$ cat config.mk
export PLATFORM = sky130hd
export DESIGN_NAME = txbcp_device_flat
export DESIGN_NICKNAME = d
export VERILOG_FILES = /design/src/include/txbcp_pkg.sv /design/src/include/txbcp_if.sv /design/src/logic/txbcp_device.sv /design/src/flat_wrapper.sv
export SDC_FILE = /design/constraint.sdc
export NUM_CORES = 1
export LEC_CHECK = 0
export BUFFER_PORTS_ARGS = -buffer_cell sky130_fd_sc_hd__buf_4
export CORE_ASPECT_RATIO = 0.7
export CORE_MARGIN = 2
export CORE_UTILIZATION = 38
export DETAILED_ROUTE_END_ITERATION = 8
export MAX_ROUTING_LAYER = met4
export PLACE_DENSITY_LB_ADDON = 0.08
export SYNTH_ARGS = -nofsm -noshare
export SYNTH_HDL_FRONTEND = slang
export SYNTH_SLANG_ARGS = --single-unit
export TNS_END_PERCENT = 50
$ cat constraint.sdc
create_clock -name pclk -period 3.4 [get_ports pclk]
set_input_delay 1.02 -clock pclk [delete_from_list [all_inputs] [get_ports pclk]]
set_output_delay 1.02 -clock pclk [all_outputs]
set_load 0.005 [all_outputs]
$ cat src/include/txbcp_pkg.sv
// constants shared by both ends of the transmit buffer command parser
package txbcp_pkg;
  // command A fields
  localparam int A_FIRST_BIT  = 13;
  localparam int A_LAST_BIT   = 12;
  localparam int A_SIZE_MSB   = 10;
  localparam int A_OFF_LSB    = 16;
  localparam int A_OFF_MSB    = 20;
  localparam int A_ALIGN_LSB  = 24;
  localparam int A_ALIGN_MSB  = 25;
  // command B fields
  localparam int B_TAG_LSB    = 16;
  localparam int B_NOCRC_BIT  = 13;
  localparam int B_NOPAD_BIT  = 12;
  localparam int B_LEN_MSB    = 10;
  // reserved bits 15:14 and 11 forced to zero
  localparam logic [31:0] RSVD_MASK = 32'h0000_c800;
  // alignment codes
  localparam logic [1:0] ALIGN_16 = 2'h1;
  localparam logic [1:0] ALIGN_32 = 2'h2;
  // word masks for 16- and 32-byte alignment
  localparam logic [10:0] MASK_16 = 11'h003;
  localparam logic [10:0] MASK_32 = 11'h007;
  // host apb register offsets
  localparam logic [7:0] REG_CMDA   = 8'h00;
  localparam logic [7:0] REG_CMDB   = 8'h04;
  localparam logic [7:0] REG_DATA   = 8'h08;
  localparam logic [7:0] REG_FILL   = 8'h0c;
  localparam logic [7:0] REG_STATUS = 8'h10;
  localparam int STAT_BUSY_BIT = 0;
  localparam int STAT_CNT_LSB  = 16;
  // reset values
  localparam logic [31:0] WORD_RST = 32'h0000_0000;
endpackage

$ cat src/include/txbcp_if.sv
// word link from the buffer writer to the command parser
`timescale 1ns/1ps
`default_nettype none
interface txbcp_if;
  logic [31:0] word;
  logic        valid;
  logic        ready;
  modport host (output word, output valid, input ready);
  modport dev  (input word, input valid, output ready);
endinterface
`default_nettype wire

$ cat src/logic/txbcp_device.sv
// command parser end: strips commands, offsets and filler, streams bytes to the mac
`timescale 1ns/1ps
`default_nettype none
module txbcp_device (
  input  wire logic        pclk,
  input  wire logic        presetn,
  txbcp_if.dev             link,
  output logic      [7:0]  mac_data,
  output logic             mac_valid,
  output logic             mac_last,
  input  wire logic        mac_ready,
  output logic             stat_valid,
  output logic      [15:0] stat_tag,
  output logic             stat_no_crc,
  output logic             stat_no_pad,
  output logic             transmit_error_flag,
  input  wire logic        err_clear
);
  typedef enum logic [4:0] {
    ST_CMDA  = 5'b00001,
    ST_CMDB  = 5'b00010,
    ST_WORDS = 5'b00100,
    ST_EMIT  = 5'b01000,
    ST_DONE  = 5'b10000
  } txbcp_state_t;

  txbcp_state_t state;
  logic        first_segment_flag;
  logic        last_seg;
  logic [1:0]  off_lane;
  logic [2:0]  skip_w;
  logic [10:0] rem;
  logic [10:0] end_w;
  logic [10:0] wcnt;
  logic [11:0] sum;
  logic [10:0] pkt_len;
  logic [15:0] tag;
  logic        no_crc;
  logic        no_pad;
  logic [31:0] word_q;
  logic [2:0]  blw;
  logic        take;
  logic        load;
  logic        step;
  logic [4:0]  a_off;
  logic [10:0] a_size;
  logic [11:0] a_bytes;
  logic [10:0] a_words;
  logic [10:0] a_mask;
  logic [10:0] next_end;
  logic [1:0]  start_lane;

  // command A decode, done on the word as it arrives
  assign a_off   = link.word[txbcp_pkg::A_OFF_MSB:txbcp_pkg::A_OFF_LSB];
  assign a_size  = link.word[txbcp_pkg::A_SIZE_MSB:0];
  assign a_bytes = {1'b0, a_size} + {7'h00, a_off};
  assign a_words = {1'b0, a_bytes[11:2]} + {10'h000, a_bytes[1] | a_bytes[0]};
  always_comb begin
    case (link.word[txbcp_pkg::A_ALIGN_MSB:txbcp_pkg::A_ALIGN_LSB])
      txbcp_pkg::ALIGN_16: a_mask = txbcp_pkg::MASK_16;
      txbcp_pkg::ALIGN_32: a_mask = txbcp_pkg::MASK_32;
      default:             a_mask = 11'h000; // reserved code acts as 4-byte
    endcase
  end
  // words of the buffer after the commands, filler included
  assign next_end = (a_words + a_mask) & ~a_mask;

  // link handshake; a word is only taken while no byte is pending
  assign link.ready = (state == ST_CMDA) | (state == ST_CMDB)
                    | ((state == ST_WORDS) & (wcnt != end_w));
  assign take = link.ready & link.valid;
  // word carries payload once the offset words are past
  assign load = (state == ST_WORDS) & take & (wcnt >= {8'h00, skip_w})
              & (rem != 11'h000);
  assign start_lane = (wcnt == {8'h00, skip_w}) ? off_lane : 2'h0;
  assign step = (state == ST_EMIT) & mac_ready;

  // byte stream outputs; low byte of the shifted word is the current byte
  assign mac_data  = word_q[7:0];
  assign mac_valid = state == ST_EMIT;
  assign mac_last  = (state == ST_EMIT) & last_seg & (rem == 11'h001);

  // sequencing
  always_ff @(posedge pclk or negedge presetn) begin
    if (!presetn) begin
      state <= ST_CMDA;
    end else begin
      case (state)
        ST_CMDA: begin
          if (take) begin
            // command B follows only a first segment
            state <= link.word[txbcp_pkg::A_FIRST_BIT] ? ST_CMDB : ST_WORDS;
          end
        end
        ST_CMDB: begin
          if (take) begin
            state <= ST_WORDS;
          end
        end
        ST_WORDS: begin
          if (wcnt == end_w) begin
            state <= ST_DONE;
          end else if (load) begin
            state <= ST_EMIT;
          end
        end
        ST_EMIT: begin
          if (step & ((rem == 11'h001) | (blw == 3'h1))) begin
            state <= ST_WORDS;
          end
        end
        ST_DONE: state <= ST_CMDA;
        default: state <= ST_CMDA;
      endcase
    end
  end

  // per-buffer fields from command A
  always_ff @(posedge pclk or negedge presetn) begin
    if (!presetn) begin
      first_segment_flag <= 1'b0;
      last_seg <= 1'b0;
      off_lane <= 2'h0;
      skip_w   <= 3'h0;
      end_w    <= 11'h000;
    end else if ((state == ST_CMDA) & take) begin
      first_segment_flag <= link.word[txbcp_pkg::A_FIRST_BIT];
      last_seg <= link.word[txbcp_pkg::A_LAST_BIT];
      off_lane <= a_off[1:0];
      skip_w   <= a_off[4:2];
      end_w    <= next_end;
    end
  end

  // running byte total of the packet's buffers
  always_ff @(posedge pclk or negedge presetn) begin
    if (!presetn) begin
      sum <= 12'h000;
    end else if ((state == ST_CMDA) & take) begin
      // a first segment restarts the total
      sum <= (link.word[txbcp_pkg::A_FIRST_BIT] ? 12'h000 : sum)
           + {1'b0, a_size};
    end
  end

  // packet fields from command B
  always_ff @(posedge pclk or negedge presetn) begin
    if (!presetn) begin
      tag     <= 16'h0000;
      no_crc  <= 1'b0;
      no_pad  <= 1'b0;
      pkt_len <= 11'h000;
    end else if ((state == ST_CMDB) & take & first_segment_flag) begin
      // command B fields only ever belong to a first segment
      tag     <= link.word[31:txbcp_pkg::B_TAG_LSB];
      no_crc  <= link.word[txbcp_pkg::B_NOCRC_BIT];
      no_pad  <= link.word[txbcp_pkg::B_NOPAD_BIT];
      pkt_len <= link.word[txbcp_pkg::B_LEN_MSB:0];
    end
  end

  // word counter over the data region: offset, payload and filler words
  always_ff @(posedge pclk or negedge presetn) begin
    if (!presetn) begin
      wcnt <= 11'h000;
    end else if (state == ST_CMDA) begin
      wcnt <= 11'h000;
    end else if ((state == ST_WORDS) & take) begin
      wcnt <= wcnt + 11'h001;
    end
  end

  // payload bytes left in the buffer; the count, not the word, ends it
  always_ff @(posedge pclk or negedge presetn) begin
    if (!presetn) begin
      rem <= 11'h000;
    end else if ((state == ST_CMDA) & take) begin
      rem <= a_size;
    end else if (step) begin
      rem <= rem - 11'h001;
    end
  end

  // byte unpacking: shift so the current byte sits in the low lane
  always_ff @(posedge pclk or negedge presetn) begin
    if (!presetn) begin
      word_q <= txbcp_pkg::WORD_RST;
      blw    <= 3'h0;
    end else if (load) begin
      word_q <= link.word >> {start_lane, 3'h0};
      blw    <= 3'h4 - {1'b0, start_lane};
    end else if (step) begin
      word_q <= {8'h00, word_q[31:8]};
      blw    <= blw - 3'h1;
    end
  end

  // status at the end of the final buffer
  always_ff @(posedge pclk or negedge presetn) begin
    if (!presetn) begin
      stat_valid  <= 1'b0;
      stat_tag    <= 16'h0000;
      stat_no_crc <= 1'b0;
      stat_no_pad <= 1'b0;
    end else begin
      stat_valid <= (state == ST_DONE) & last_seg;
      if ((state == ST_DONE) & last_seg) begin
        stat_tag    <= tag;
        // pad suppression keeps the crc on regardless of the crc bit
        stat_no_crc <= no_crc & ~no_pad;
        stat_no_pad <= no_pad;
      end
    end
  end

  // sticky error; a mismatch in the clearing cycle still sets it
  always_ff @(posedge pclk or negedge presetn) begin
    if (!presetn) begin
      transmit_error_flag <= 1'b0;
    end else if ((state == ST_DONE) & last_seg & (sum != {1'b0, pkt_len})) begin
      transmit_error_flag <= 1'b1;
    end else if (err_clear) begin
      transmit_error_flag <= 1'b0;
    end
  end
endmodule
`default_nettype wire

$ cat src/flat_wrapper.sv
// flat-port wrapper written by rule: the top's interface ports become plain ports
module txbcp_device_flat 
  (pclk, presetn, mac_data, mac_valid, mac_last, mac_ready, stat_valid, stat_tag, stat_no_crc, stat_no_pad, transmit_error_flag, err_clear, link_word, link_valid, link_ready);
  txbcp_if link_i ();
  input  wire logic pclk;
  input  wire logic presetn;
  output logic      [7:0] mac_data;
  output logic mac_valid;
  output logic mac_last;
  input  wire logic mac_ready;
  output logic stat_valid;
  output logic      [15:0] stat_tag;
  output logic stat_no_crc;
  output logic stat_no_pad;
  output logic transmit_error_flag;
  input  wire logic err_clear;
  input wire logic [$bits(link_i.word)-1:0] link_word;
  input wire logic [$bits(link_i.valid)-1:0] link_valid;
  output wire logic [$bits(link_i.ready)-1:0] link_ready;
  assign link_i.word = link_word;
  assign link_i.valid = link_valid;
  assign link_ready = link_i.ready;
  txbcp_device u_core (.pclk(pclk), .presetn(presetn), .link(link_i), .mac_data(mac_data), .mac_valid(mac_valid), .mac_last(mac_last), .mac_ready(mac_ready), .stat_valid(stat_valid), .stat_tag(stat_tag), .stat_no_crc(stat_no_crc), .stat_no_pad(stat_no_pad), .transmit_error_flag(transmit_error_flag), .err_clear(err_clear));
endmodule
# --- Yosys cells after proc, flatten, opt, wreduce, memory -nomap -nowiden ---
# Cells that the tools add are included.
# Widths: inputs -> output; s select.
op_classes:
  add_sub_neg: 8
  bitwise: 22
  mul: 0
  reduce_logical: 6
  shifts: 1
  mux: 20
  div_mod_pow: 0
  order_cmp: 1
  eq_ne: 17
ops:
  columns: ["operator", "n"]
  rows:
  - ["$mux 32", 2]
  - ["$mux 11", 4]
  - ["$shr 32x5->32", 1]
  - ["$mux 5", 5]
  - ["$pmux 5 s4", 1]
  - ["$and 1x1->1", 15]
  - ["$add 11x5->12", 1]
  - ["$add 12x11->12", 1]
  - ["$mux 12", 1]
  - ["$ne 12x11->1", 1]
  - ["$add 10x1->11", 1]
  - ["$add 11x1->11 const B", 1]
  - ["$add 11x3->11", 1]
  - ["$and 11x11->11", 1]
  - ["$eq 11x1->1 const B", 1]
  - ["$eq 11x11->1", 1]
  - ["$eq 11x3->1", 1]
  - ["$ge 11x3->1", 1]
  - ["$ne 11x11->1", 1]
  - ["$not 3->11", 1]
  - ["$reduce_bool 11->1", 1]
  - ["$sub 11x1->11 const B", 1]
  - ["$mux 3", 3]
  - ["$reduce_bool 2->1", 4]
  - ["18 further kinds", 24]
totals:
  input_bits: 37
  mem_count: 0
  output_inout_bits: 31
  regBits: 141
  latch_bits: 0
  mem_bits_ro: 0
  ramBits: 0
  elab_cells: 95

# --- Longest topological paths before layout ---
depth:
  word_depth: 10
  mapped_depth: 12
  mapped_depth_nobuf: 12

# --- Worst setup path after synthesis ---
# OpenSTA, ideal clock, no wires.
synth_path:
  kind: "input to register"
  startpoint: "input port link_word[0]"
  endpoint: "register u_core.end_w[5]"
  required_ps: 3305
  setup_ps: 95
  cell_stages: 12
  slack_ps: -289
  arrival_time_ps: 3593
  path_buffers: 0
  cell_sequence: "ha_1 fa_1 a21o_1 a211oi_1 a21oi_1 ha_1 a21oi_1 a21boi_0 mux2_2 and3_1 o31a_1 o31ai_1"
synth_between:
  elab_chain_len: 5
synth_rtl:
  columns: ["item", "line_no", "source"]
  rows:
  - ["start, declared", "flat_wrapper.sv:17", "input wire logic [$bits(link_i.word)-1:0] link_word;"]
  - ["$add 11x5->12 (*)", "txbcp_device.sv:56", "assign a_bytes = {1'b0, a_size} + {7'h00, a_off};"]
  - ["$or 1x1->1", "txbcp_device.sv:57", "assign a_words = {1'b0, a_bytes[11:2]} + {10'h000, a_bytes[1] | a_bytes[0]};"]
  - ["$add 10x1->11 (*)", "txbcp_device.sv:57", null]
  - ["$add 11x3->11 (*)", "txbcp_device.sv:66", "assign next_end = (a_words + a_mask) & ~a_mask;"]
  - ["$and 11x11->11 (*)", "txbcp_device.sv:66", null]
  - ["end signal, assigned", "txbcp_device.sv:131", "end_w <= next_end;"]
  - ["end, declared", "txbcp_device.sv:33", "logic [10:0] end_w;"]
# Every way passes the cells marked *; elsewhere a longest branch is shown, timed or not.
# A chain may end at the register's enable or synchronous reset.

# --- Worst setup path after layout ---
layout_path:
  startpoint: "register u_core.rem[5]"
  endpoint: "output port mac_last"
layout_between:
  elab_chain_len: 2
layout_rtl:
  columns: ["item", "line_no", "source"]
  rows:
  - ["start, declared", "txbcp_device.sv:32", "logic [10:0] rem;"]
  - ["start signal, assigned", "txbcp_device.sv:178", "rem <= a_size;"]
  - ["start signal, assigned", "txbcp_device.sv:180", "rem <= rem - 11'h001;"]
  - ["$eq 11x1->1", "txbcp_device.sv:81", "assign mac_last = (state == ST_EMIT) & last_seg & (rem == 11'h001);"]
  - ["$and 1x1->1", "txbcp_device.sv:81", null]
  - ["end, declared", "flat_wrapper.sv:9", "output logic mac_last;"]
# Every way passes these cells.

==> summary.json <==
{
  "outcome": "complete, no violations",
  "dominant_combinational_cell_family_by_area_after_synthesis": "simple AND/OR/NAND/NOR gates",
  "n_antenna_cell": 0,
  "mappedNetlistArea_sq_um": 8120,
  "initialDrtViolationCount": 431,
  "dieHeight_microns": 126,
  "groute.layer.met3.usage_pct": 5.58,
  "yosys.cell_types.count": 69,
  "cp_slowest_stage_delay_ps": 490,
  "cts_root_buf": "clkbuf_16",
  "hp-class": "flip-flop to flip-flop",
  "rows": 44,
  "postSynthNetCount": 914,
  "die-width_microns": 179,
  "r2r-end": "u_core.word_q[7]",
  "layout-drive-gt1-share_pct": 21.3,
  "dpl.cell_count": 1181,
  "crit_path_slowest_cell": "or3_1",
  "final_hold_viol_count": 0,
  "initial_utilization_pct": 38.9,
  "max_slew_margin_pct": 28.9,
  "fin_crit_ps": 3290,
  "clock_buffers_created_by_tritoncts": 17,
  "die-area_sq_um": 22600,
  "finalCoreUtilization_pct": 47.0,
  "htree_levels": 4,
  "ff2ff_setup_slack_ps": 660,
  "initial_antenna_violation_count": 0,
  "power_density_nw_per_um2": 744,
  "endpoint_type_of_the_worst_setup_path": "output pin",
  "synthAdderAreaFrac_pct": 5.30,
  "tritoncts": "built",
  "synth_edf_count": 0,
  "post_cts_resize_count": 0,
  "synth_top_cells_by_area": "dfrtp_1 (43%), nand2_1 (6.4%), mux2_2 (4.7%)",
  "clkLatencyLatePin_ps": 440,
  "grt_setup_unrepaired": "false",
  "finalMaxSlewViolations": 0,
  "vias": 6703,
  "synth_seq_area_share_pct": 43.5,
  "min_path_cells": 2,
  "yosys.area_share.simple_pct": 18.3,
  "setup-violations-final": 0,
  "cts_setup_buffers": 0,
  "grt.busiest_layer": "met1",
  "grt_util_met1_pct": 34.7,
  "gpl.final_weighted_congestion": 0.848,
  "finish.net_count": 993,
  "power.leakage_nw": 4.67,
  "final_cells": 1211,
  "synthToLayoutAreaGrowth_pct": 20.8,
  "synth_top_area_share_pct": 43.1,
  "iteration_count_of_the_initial_detailed_routing_pass": 5,
  "async_flop_share_pct": 100,
  "hold_path.startpoint": "u_core.tag[7]",
  "synth-compound-area-share_pct": 14.8,
  "cp_top_family": "simple AND/OR/NAND/NOR gates",
  "reg2reg_depth": 9,
  "worst-slew-pin-transition_ps": 1050,
  "grt_pass1_wl_microns": 36800,
  "synth.ff_latch_count": 141,
  "top_level_ports": 68,
  "post-route-drc-count": 0,
  "num-fill-cells": 1984,
  "max_cap_viol_count": 0,
  "drt-total-wl_microns": 23200,
  "globalRoute.totalOverflow": 0,
  "critPathArrivalTime_ps": 2270,
  "post_synth.cell_area_avg_sq_um": 9.61,
  "cts_hold_buf": 0,
  "worstPathCellList": "or3_1 > or3_4 > nor2_2 > and3_1 > buf_4",
  "setup-tns-final_ps": 0,
  "core_sq_um": 20900,
  "ff_to_ff_start": "u_core.wcnt[0]",
  "route.detailed.vias_per_inst": 5.54,
  "fmax_ghz": 0.304,
  "largest_area_contributor_in_the_synthesized_netlist": "dfrtp_1",
  "globalRouteMet2Util_pct": 28.0,
  "grt_max_degree": 59,
  "cts.clk_slew.worst_paths_ps": 60,
  "muxShareOfSynthArea_pct": 7.92,
  "setup.worst_path.class": "flip-flop to output pin",
  "timing.final.crit_share_pct": 96.9,
  "cp.buffers_inverters": 1,
  "synthXorXnorAreaFrac_pct": 5.61,
  "synth-warning-count": 0,
  "portBuffers": 67,
  "critical_path_required_ps": 2380,
  "globalRouteTotalUtil_pct": 22.3,
  "detailedPlacementHpwl_microns": 16600,
  "finClkSkew_ps": 11.3,
  "worst_case_clock_buffer_depth": 2,
  "wire_per_inst_microns": 19.2,
  "min_delay_worst_endpoint": "u_core.stat_tag[7]",
  "timing.critical_path.fanout_max": 6,
  "postRouteAntennaNets": 0,
  "grt_pass1_vias": 6422,
  "synthesis.instances": 845,
  "vdd_ir_drop_max_v": 0.000402,
  "critical_path.startpoint_type": "flip-flop",
  "postSynth.topFlopCell": "dfrtp_1",
  "cts.sink_count": 141
}
-- tightest hold or removal path, stage by stage, from the launching register on --
cell and delay (ps):
dfrtp_1 340, nand2_1 50, nand2_1 50
-- synthesized netlist by cell type, drive strengths merged, types with 4 or more instances --
master,number
dfrtp,140
nand2,139
o21ai,51
nor2,38
mux2,34
a21oi,31
inv,29
xnor2,29
ha,28
buf,27
mux2i,26
clkbuf,25
xor2,23
nor3,20
nand3,18
nor2b,18
nor4,17
a221o,16
o211ai,14
and3,11
nand2b,9
nand4,8
or3,8
a21o,6
o221ai,6
o31ai,6
nor3b,5
o21a,5
a31oi,4
fa,4
o22ai,4
-- metal layers --
layer / wire length [microns] / part of all wire (%)
met3: 1420 / 6.1
met1: 12300 / 53
met2: 9200 / 40
met4: 303 / 1.3
met5: 0 / 0
-- cell type report --
class | instances | area (sq um) | area share [%]
flip-flops and latches | 141 | 3530 | 36.0
well taps | 276 | 345 | 3.52
clock buffers | 18 | 439 | 4.48
inverters | 30 | 113 | 1.15
repair buffers | 112 | 857 | 8.74
clock inverters | 12 | 241 | 2.46
multi-input cells | 622 | 4280 | 43.7
-- power breakdown --
part | internal (mW) | switching, mW
Combinational | 1.12 | 1.38
Clock | 1.46 | 0.746
Sequential | 2.20 | 0.394
-- how the worst max path moves through the flow --
stage,to,slack [ps],from,cells after the start
after floorplan,u_core.end_w[5],-140,link_word[0],12
after global placement,u_core.end_w[5],-370,link_word[0],13
after detailed placement,u_core.end_w[5],-440,link_word[0],13
after CTS,u_core.end_w[5],7,link_word[0],13
after global routing,u_core.end_w[5],20,link_word[0],13
final,mac_last,110,u_core.rem[5],5
-- stage by stage --
step	instance area, sq um	setup WS [ps]	hold slack [ps]	total power [mW]
2_1_floorplan	8150	-144	435	4.34
6_report	9810	106	464	7.30
3_3_place_gp	9110	-368	442	5.01
3_5_place_dp	9110	-437	453	5.07
5_1_grt	9810	16.5	500	7.77
4_1_cts	9790	6.98	470	7.30
-- layout by cell type, fill, tap and decap left out, types with 8 or more instances in the layout --
cell | netlist | final
xnor2_1 | 29 | 29
clkbuf_16 | 0 | 17
a21oi_1 | 30 | 29
mux2i_1 | 26 | 26
nand4_1 | 8 | 8
nand2b_1 | 9 | 9
nor3_1 | 19 | 18
dfrtp_1 | 140 | 140
o21ai_0 | 50 | 50
mux2_2 | 34 | 33
buf_4 | 10 | 110
nor4_1 | 15 | 14
and3_1 | 11 | 10
xor2_1 | 23 | 23
nand3_1 | 17 | 17
ha_1 | 28 | 27
nand2_1 | 138 | 138
nor2_1 | 37 | 35
inv_1 | 28 | 28
nor2b_1 | 18 | 18
a221o_1 | 16 | 16
o211ai_1 | 14 | 14
-- sequential cells by signal, indices dropped and copies added, names as in the netlist, 2 cells and up --
| name | flops |
|---|---|
| u_core.blw | 3 |
| u_core.end_w | 11 |
| u_core.off_lane | 2 |
| u_core.pkt_len | 11 |
| u_core.rem | 11 |
| u_core.skip_w | 3 |
| u_core.stat_tag | 16 |
| u_core.state | 5 |
| u_core.sum | 12 |
| u_core.tag | 16 |
| u_core.wcnt | 11 |
| u_core.word_q | 32 |
-- logic make-up after synthesis --
group	count (synthesis)
multiplexers	60
buffers and inverters	82
adder cells (fa/ha/maj)	32
XOR/XNOR	52
flip-flops	141
AND/OR/NAND/NOR	302
AO/OA/AOI/OAI	176
No activity file was read; power rests on OpenSTA's default activity.
